==> src/mft_consts.svh <==
`ifndef MFT_CONSTS_SVH
`define MFT_CONSTS_SVH
// register byte offsets
`define MFT_OFS_CTRL 8'h00
`define MFT_OFS_COUNT 8'h04
`define MFT_OFS_STAT 8'h08
`define MFT_OFS_CLR 8'h0c
`define MFT_OFS_IEN 8'h10
`define MFT_OFS_PWMHI 8'h14
`define MFT_OFS_RELOAD 8'h18
// control field positions
`define MFT_CTRL_MODE_LO 0
`define MFT_CTRL_MODE_HI 2
`define MFT_CTRL_START 3
`define MFT_CTRL_MSEL 4
`define MFT_CTRL_UP 5
`define MFT_CTRL_FREE 6
// counter values
`define MFT_ALL_ONES 16'hffff
`define MFT_ALL_ZERO 16'h0000
`define MFT_CNT_ONE 16'h0001
`define MFT_RST_CNT 16'h0000
`define MFT_RST_WORD 32'h0000_0000
`endif

==> src/mft_pkg.sv <==
package mft_pkg;
  typedef enum logic [2:0] {
    MFT_M_TIMER = 3'h0,
    MFT_M_EVENT = 3'h1,
    MFT_M_ONESHOT = 3'h2,
    MFT_M_PWM = 3'h3,
    MFT_M_MEAS = 3'h4
  } mft_mode_t;

  typedef struct packed {
    mft_mode_t mode;
    logic start;
    logic meas_sel;
    logic count_up;
    logic free_run;
    logic [15:0] reload;
    logic [15:0] cnt;
    logic [15:0] pwm_hi;
    logic irq_st;
    logic irq_en;
    logic pulse_out;
    logic evt_d;
    logic first_done;
    logic [31:0] prdata;
    logic pready;
    logic pslverr;
    logic irq;
  } mft_state_t;
endpackage

==> src/mft_timer.sv <==
// The APB register port and the register offsets were chosen for this implementation.
`timescale 1ns/1ps
`include "mft_consts.svh"
// How it works
// In timer mode a counter read returns the live count, or all ones when it lands on the reload instant.
// In event counter mode a read on the reload instant returns all ones after underflow and all zeros after overflow.
// Writing the count while halted loads the counter so a read before restart returns the written value.
// In one-shot mode clearing the start flag mid-count stops the counter and reloads it from the reload register.
// Aborting a one-shot count drives the timer output low.
// Aborting a one-shot count sets the interrupt request bit.
// Selecting one-shot mode after reset or from timer or event counter mode sets the interrupt request bit.
// Selecting PWM mode after reset or from timer or event counter mode sets the interrupt request bit.
// Clearing start during PWM stops counting and, if the output is high, drops it low and sets the request bit.
// If the PWM output is already low when stopped it stays low and no request is set.
// Changing the measurement select bit after a measurement starts sets the request bit.
// The first valid edge after a measurement starts loads an undefined value into reload with no request.
// Software rewrites the count after stopping a free-running event counter, before restarting it.
// Software clears the request bit after any mode change that sets it spuriously.
// The request bit stays set until software clears it and is set again by any new request condition.
module mft_timer (
  input wire logic i_ref_clk,
  input wire logic i_rst_n,
  input wire logic i_psel,
  input wire logic i_penable,
  input wire logic i_pwrite,
  input wire logic [7:0] i_paddr,
  input wire logic [31:0] i_pwdata,
  output logic [31:0] o_prdata,
  output logic o_pready,
  output logic o_pslverr,
  input wire logic i_evt,
  output logic o_timer_a_pulse_out,
  output logic o_irq
);
  mft_pkg::mft_state_t s_r;
  mft_pkg::mft_state_t s_nxt;
  logic wr;
  logic rd;
  logic irq_set;
  logic reload_now;
  logic reload_zero;
  logic rise;
  logic fall;
  logic clr;
  mft_pkg::mft_mode_t new_mode;
  logic new_start;

  function automatic logic f_hit(input logic [7:0] a, input logic [7:0] o);
    f_hit = (a == o);
  endfunction

  function automatic logic f_mapped(input logic [7:0] a);
    f_mapped = f_hit(a, `MFT_OFS_CTRL) | f_hit(a, `MFT_OFS_COUNT) |
      f_hit(a, `MFT_OFS_STAT) | f_hit(a, `MFT_OFS_CLR) |
      f_hit(a, `MFT_OFS_IEN) | f_hit(a, `MFT_OFS_PWMHI) |
      f_hit(a, `MFT_OFS_RELOAD);
  endfunction

  always_comb
  begin
    s_nxt = s_r;
    irq_set = 1'b0;
    reload_now = 1'b0;
    reload_zero = 1'b0;
    clr = 1'b0;
    // one wait state: read data is captured in the first access cycle, write data in the second
    rd = i_psel & i_penable & ~s_r.pready;
    wr = i_psel & i_penable & s_r.pready & i_pwrite;
    s_nxt.pready = rd;
    s_nxt.evt_d = i_evt;
    rise = i_evt & ~s_r.evt_d;
    fall = ~i_evt & s_r.evt_d;
    new_mode = mft_pkg::mft_mode_t'(
      i_pwdata[`MFT_CTRL_MODE_HI:`MFT_CTRL_MODE_LO]);
    new_start = i_pwdata[`MFT_CTRL_START];
    if (s_r.start)
    begin
      case (s_r.mode)
        mft_pkg::MFT_M_TIMER:
        begin
          if (s_r.cnt == `MFT_ALL_ZERO)
          begin
            s_nxt.cnt = s_r.reload;
            reload_now = 1'b1;
            irq_set = 1'b1;
          end
          else
            s_nxt.cnt = s_r.cnt - `MFT_CNT_ONE;
        end
        mft_pkg::MFT_M_EVENT:
        begin
          if (rise && s_r.count_up && s_r.cnt == `MFT_ALL_ONES)
          begin
            irq_set = 1'b1;
            reload_now = ~s_r.free_run;
            reload_zero = 1'b1;
            s_nxt.cnt = s_r.free_run ? `MFT_ALL_ZERO : s_r.reload;
          end
          else if (rise && !s_r.count_up && s_r.cnt == `MFT_ALL_ZERO)
          begin
            irq_set = 1'b1;
            reload_now = ~s_r.free_run;
            s_nxt.cnt = s_r.free_run ? `MFT_ALL_ONES : s_r.reload;
          end
          else if (rise)
            s_nxt.cnt = s_r.count_up ? s_r.cnt + `MFT_CNT_ONE :
              s_r.cnt - `MFT_CNT_ONE;
        end
        mft_pkg::MFT_M_ONESHOT:
        begin
          if (s_r.cnt == `MFT_ALL_ZERO)
          begin
            s_nxt.pulse_out = 1'b0;
            s_nxt.start = 1'b0;
            s_nxt.cnt = s_r.reload;
            irq_set = 1'b1;
          end
          else
          begin
            s_nxt.cnt = s_r.cnt - `MFT_CNT_ONE;
            s_nxt.pulse_out = 1'b1;
          end
        end
        mft_pkg::MFT_M_PWM:
        begin
          if (s_r.cnt == `MFT_ALL_ZERO)
          begin
            s_nxt.cnt = s_r.reload;
            irq_set = 1'b1;
          end
          else
            s_nxt.cnt = s_r.cnt - `MFT_CNT_ONE;
          // high for the last pwm_hi counts of each period
          s_nxt.pulse_out = (s_nxt.cnt < s_r.pwm_hi);
        end
        mft_pkg::MFT_M_MEAS:
        begin
          s_nxt.cnt = s_r.cnt + `MFT_CNT_ONE;
          // period uses rising edges only, width uses both
          if (rise || (s_r.meas_sel && fall))
          begin
            // first edge no request
            s_nxt.reload = s_r.cnt;
            s_nxt.cnt = `MFT_ALL_ZERO;
            s_nxt.first_done = 1'b1;
            irq_set = s_r.first_done;
          end
        end
        default:
          s_nxt.cnt = s_r.cnt;
      endcase
    end
    // software writes override the counting step above
    if (wr && f_hit(i_paddr, `MFT_OFS_CTRL))
    begin
      s_nxt.mode = new_mode;
      s_nxt.start = new_start;
      s_nxt.meas_sel = i_pwdata[`MFT_CTRL_MSEL];
      s_nxt.count_up = i_pwdata[`MFT_CTRL_UP];
      s_nxt.free_run = i_pwdata[`MFT_CTRL_FREE];
      // mode entry request
      if ((new_mode == mft_pkg::MFT_M_ONESHOT ||
           new_mode == mft_pkg::MFT_M_PWM) &&
          (s_r.mode == mft_pkg::MFT_M_TIMER ||
           s_r.mode == mft_pkg::MFT_M_EVENT))
        irq_set = 1'b1;
      // measurement select change
      if (s_r.mode == mft_pkg::MFT_M_MEAS && s_r.start &&
          i_pwdata[`MFT_CTRL_MSEL] != s_r.meas_sel)
        irq_set = 1'b1;
      if (s_r.start && !new_start)
      begin
        // one-shot abort
        if (s_r.mode == mft_pkg::MFT_M_ONESHOT)
        begin
          s_nxt.cnt = s_r.reload;
          s_nxt.pulse_out = 1'b0;
          irq_set = 1'b1;
        end
        // pwm stop
        if (s_r.mode == mft_pkg::MFT_M_PWM)
        begin
          irq_set = irq_set | s_r.pulse_out;
          s_nxt.pulse_out = 1'b0;
        end
      end
      if (!s_r.start && new_start)
      begin
        s_nxt.first_done = 1'b0;
        s_nxt.cnt = (new_mode == mft_pkg::MFT_M_MEAS) ? `MFT_ALL_ZERO :
          s_r.cnt;
        s_nxt.pulse_out = (new_mode == mft_pkg::MFT_M_ONESHOT);
      end
    end
    if (wr && f_hit(i_paddr, `MFT_OFS_COUNT))
    begin
      s_nxt.reload = i_pwdata[15:0];
      // halted write loads counter
      if (!s_r.start)
        s_nxt.cnt = i_pwdata[15:0];
    end
    if (wr && f_hit(i_paddr, `MFT_OFS_PWMHI))
      s_nxt.pwm_hi = i_pwdata[15:0];
    if (wr && f_hit(i_paddr, `MFT_OFS_IEN))
      s_nxt.irq_en = i_pwdata[0];
    clr = wr & f_hit(i_paddr, `MFT_OFS_CLR) & i_pwdata[0];
    // sticky, a new request beats the clear
    s_nxt.irq_st = (s_r.irq_st & ~clr) | irq_set;
    s_nxt.irq = s_nxt.irq_st & s_nxt.irq_en;
    if (rd)
    begin
      s_nxt.pslverr = ~f_mapped(i_paddr);
      s_nxt.prdata = `MFT_RST_WORD;
      if (f_hit(i_paddr, `MFT_OFS_CTRL))
      begin
        s_nxt.prdata[`MFT_CTRL_MODE_HI:`MFT_CTRL_MODE_LO] = s_r.mode;
        s_nxt.prdata[`MFT_CTRL_START] = s_r.start;
        s_nxt.prdata[`MFT_CTRL_MSEL] = s_r.meas_sel;
        s_nxt.prdata[`MFT_CTRL_UP] = s_r.count_up;
        s_nxt.prdata[`MFT_CTRL_FREE] = s_r.free_run;
      end
      // reload instant readback
      if (f_hit(i_paddr, `MFT_OFS_COUNT))
        s_nxt.prdata[15:0] = !reload_now ? s_r.cnt :
          (reload_zero ? `MFT_ALL_ZERO : `MFT_ALL_ONES);
      if (f_hit(i_paddr, `MFT_OFS_STAT))
        s_nxt.prdata[0] = s_r.irq_st;
      if (f_hit(i_paddr, `MFT_OFS_IEN))
        s_nxt.prdata[0] = s_r.irq_en;
      if (f_hit(i_paddr, `MFT_OFS_PWMHI))
        s_nxt.prdata[15:0] = s_r.pwm_hi;
      if (f_hit(i_paddr, `MFT_OFS_RELOAD))
        s_nxt.prdata[15:0] = s_r.reload;
    end
  end

  always_ff @(posedge i_ref_clk or negedge i_rst_n)
  begin
    if (!i_rst_n)
    begin
      // timer mode at reset, so first one-shot or pwm select requests
      s_r <= '0;
    end
    else
      s_r <= s_nxt;
  end

  assign o_prdata = s_r.prdata;
  assign o_pready = s_r.pready;
  assign o_pslverr = s_r.pslverr;
  assign o_timer_a_pulse_out = s_r.pulse_out;
  assign o_irq = s_r.irq;

  logic wr_ctrl;
  assign wr_ctrl = wr & f_hit(i_paddr, `MFT_OFS_CTRL);
endmodule // mft_timer

==> config.mk <==
export PLATFORM = sky130hd
export DESIGN_NAME = mft_timer
export DESIGN_NICKNAME = d
export VERILOG_FILES = /design/src/mft_pkg.sv /design/src/mft_timer.sv
export VERILOG_INCLUDE_DIRS = /design/src
export SDC_FILE = /design/constraint.sdc
export NUM_CORES = 1
export LEC_CHECK = 0
export ABC_AREA = 1
export BUFFER_PORTS_ARGS = -buffer_cell sky130_fd_sc_hd__buf_2
export CAP_MARGIN = 20
export CORE_AREA = 2 2 204 106
export CTS_BUF_LIST = sky130_fd_sc_hd__clkbuf_8
export DETAILED_ROUTE_END_ITERATION = 10
export DIE_AREA = 0 0 206 108
export GPL_ROUTABILITY_DRIVEN = 0
export PLACE_DENSITY_LB_ADDON = 0.1
export SLEW_MARGIN = 20
export SYNTH_ARGS = -nofsm -noshare
export SYNTH_HDL_FRONTEND = slang
export SYNTH_SLANG_ARGS = --single-unit
==> constraint.sdc <==
create_clock -name i_ref_clk -period 2.57 [get_ports i_ref_clk]
set_clock_uncertainty 0.1 [all_clocks]
set_input_delay 0.514 -clock i_ref_clk [delete_from_list [all_inputs] [get_ports i_ref_clk]]
set_output_delay 0.514 -clock i_ref_clk [all_outputs]
set_load 0.01 [all_outputs]
==> run metrics <==
LEAKAGE=4.50 nW; hold_sp=i_evt; routed vias=about 8100; asr flop ratio synth=100%; count leader, synth=nand2_1; Hold Vio Cnt, Final=0; Synth Instances=1090; Worst R2R Setup Slack=-180 ps; # rows=37; failing checks=negative setup slack; Via density=around 5.3; placed cell area=between 8000 and 9000 sq um; TNS Setup=-271 ps; Synth top cells by count=nand2_1 (296), inv_1 (116), o21ai_0 (110); Worst Setup End Kind=flip-flop; first-pass GRT wire length=45300 um; register bit total from synthesis=a little under 80; Crit-path slowest cell=dfrtp_1; Slew Viols, Final=0; pwr/cell area=323 nW/um^2; placed cell count=roughly 1500; Tot GR Track Use=27.8%; ys flop type=dfrtp_1; pin count of the biggest net entering global routing=40; CP arrival=around 3000 ps; CTS tree=yes; Netlist Area Pre-Place=7020 sq um; crit-path max FO=5; synth warn=0; Post-DRT Antenna Nets=0; reg2reg start=s_r[57]; leading area contributor after synthesis=dfrtp_1; Reg-to-Reg End=o_timer_a_pulse_out; final setup vio count=3; Hold Crit Class=primary input to flip-flop; footprint of the multi-input gates=about 4600 sq um; Period minus WS final=~2700 ps; fmax=364 MHz; maxcap violations=0; Chip Height=108 um; CTS Buffer Depth=2; Fill cells=about 2200; Cell variety after synth=48; final net count=1315; Starting Density=34.6%; critical path class=flip-flop to flip-flop; final WL=30300 um; unrepaired setup endpoints after global routing=yes; Worst-Skew Late Latency=400 ps; non-filler cells, final=1529; die width=206 um; vias in the first global route=7295; hold path endpoint=s_r[36]; worst slew pin tran=726 ps; cell area after layout=roughly 9200 sq um; synth top area cells=dfrtp_1 (28%), nand2_1 (16%), o21ai_0 (7.8%), inv_1 (6.2%), nor2_1 (5.7%); outcome=complete, but fails checks; crit start category=flip-flop; die area=22200 sq um; register area share after synthesis=about 28%; cts bufs inserted=9; cell depth of the worst min-delay path=1; # IOs=82; wire per inst=19.8 um; drt pass-1 iters=6; clk slew on worst S/H paths=100 ps; # H-tree levels=3; R2R depth=20; total gr overflow=0; Ant. Diodes=0; crit path cell chain=inv_2 -> ha_4 -> inv_2 -> nor2_4 -> nand2_1 -> nor2_2 -> nand2_4 -> o21a_2 -> ha_1 -> a21oi_2 -> nor2_1 -> a211oi_2 -> o21ai_1 -> nor4_1 -> nand2_1 -> nand2_1 -> nand2_1 -> nand2_1 -> nand2_1 -> nand2_1; HPWL after DPL=24600 um; Sink Count=79; Post-synth EDFFs=0; Layout Utilization=45.5%; CP most frequent cell=nand2_1; total core area=20300 sq um; Worst VDD drop=199 uV; delay-heaviest family, CP=simple AND/OR/NAND/NOR gates; Buffers & Inverters on Critical Path=2; DR iter-0 viols=slightly below 900; crit share post-route=107%; Synth top area share=28.2%; max_slew headroom=51.3%; Crit path largest cell delay=420 ps; Worst Path Required=2810 ps; P&R area growth vs syn=31.4%; Avg Inst Size Synth=~6.4 sq um; antenna violations before repair=1; DRC=0; layout cell share with drive strength beyond 1=29.2%; Hold Slack=145 ps; setup ws final=-177 ps; Root Buffer Master=clkbuf_8; area occupied by registers=~2000 sq um; IO Port Bufs=49
-- report_power, final --
group	switching [W]	internal (W)
sequential	0.0000393	0.00127
combinational	0.000470	0.000287
clock	0.000548	0.000363
total	0.00106	0.00192
-- state kept, by name, indices dropped and copies added, names as in the netlist --
| signal | cells |
|---|---|
| o_pslverr | 1 |
| o_timer_a_pulse_out | 1 |
| o_prdata | 16 |
| o_pready | 1 |
| o_irq | 1 |
| s_r | 59 |
-- cells by family after synthesis --
family                   after synthesis  share of synthesized area, %
AO/OA/AOI/OAI                        274                          22.5
XOR/XNOR                              16                          2.00
adder cells (fa/ha/maj)               18                          3.21
buffers and inverters                207                          13.8
flip-flops                            79                          28.2
other                                  1                        0.0534
AND/OR/NAND/NOR                      495                          30.3
-- layer usage --
| layer | vias to the layer above | wire length [um] | GRT usage [%] |
|---|---|---|---|
| met3 | 28 | 3630 | 9.31 |
| met2 | 392 | 11600 | 37.5 |
| met4 | 0 | 350 | 4.13 |
| met5 | - | 0 | 0 |
| met1 | 3799 | 14700 | 42.6 |
| li1 | 3855 | - | - |
-- worst register-to-register path, stage by stage, from the launching register on --
cell	delay (ps)
dfrtp_1	420
inv_2	100
ha_4	140
inv_2	40
nor2_4	100
nand2_1	70
nor2_2	160
nand2_4	120
o21a_2	260
ha_1	310
a21oi_2	120
nor2_1	60
a211oi_2	140
o21ai_1	80
nor4_1	160
nand2_1	80
nand2_1	60
nand2_1	40
nand2_1	50
nand2_1	50
nand2_1	50
-- metrics by stage --
step,power [W],setup slack (ps)
after floorplan,0.00166,-56.6
after global placement,0.00198,-394
after detailed placement,0.00198,-382
after CTS,0.00292,-241
after global routing,0.00313,-367
final,0.00298,-177
-- worst max path at each step --
| stage | startpoint | slack [ps] | endpoint | cells past startpoint |
|---|---|---|---|---|
| 2_1_floorplan | s_r[56] | -60 | o_timer_a_pulse_out | 23 |
| 3_3_place_gp | s_r[57] | -390 | o_timer_a_pulse_out | 17 |
| 3_5_place_dp | s_r[57] | -380 | o_timer_a_pulse_out | 20 |
| 4_1_cts | s_r[57] | -240 | o_timer_a_pulse_out | 20 |
| 5_1_grt | s_r[62] | -370 | o_timer_a_pulse_out | 19 |
| 6_report | s_r[57] | -180 | o_timer_a_pulse_out | 20 |
-- final cells by class --
type | instances | area share, %
multi-input combinational | 820 | 50.4
sequential | 79 | 21.5
timing repair buffer | 210 | 17.0
inverter | 131 | 5.48
tap | 273 | 3.70
clock buffer | 9 | 1.34
clock inverter | 7 | 0.583
-- repair_timing --
| item | CTS | global route |
|---|---|---|
| pin swaps | 4 | 35 |
| setup endpoints to repair | 26 | 34 |
| gates resized for setup | 25 | 126 |
| hold buffers | 1 | 0 |
| buffers inserted | 7 | 18 |
| gates cloned | 1 | 0 |
| endpoints found under the hold margin | 13 | 0 |
-- cell usage in the layout (no fill, tap or decap), drive strengths merged --
cell         Yosys  layout
nand2          304     305
buf             53     209
o21ai          139     139
inv            128     132
nor2           122     122
dfrtp           79      79
a21oi           62      62
nand3           49      49
a22oi           18      18
ha              18      18
o211ai          17      17
xor2            16      16
conb             1      16
a31oi           10      10
clkbuf          23       9
nand4            7       7
nor3             7       7
o221ai           6       6
o21a             5       5
clkinv           3       5
a311oi           4       4
a221oi           4       4
o22ai            3       3
or2              3       3
nor4             2       2
a211oi           2       2
a211o            1       1
a41oi            1       1
a21boi           1       1
clkinvlp         0       1
a32oi            1       1
nand3b           1       1
dlygate4sd3      0       1
Note: power is estimated with default switching activity, not from simulation.
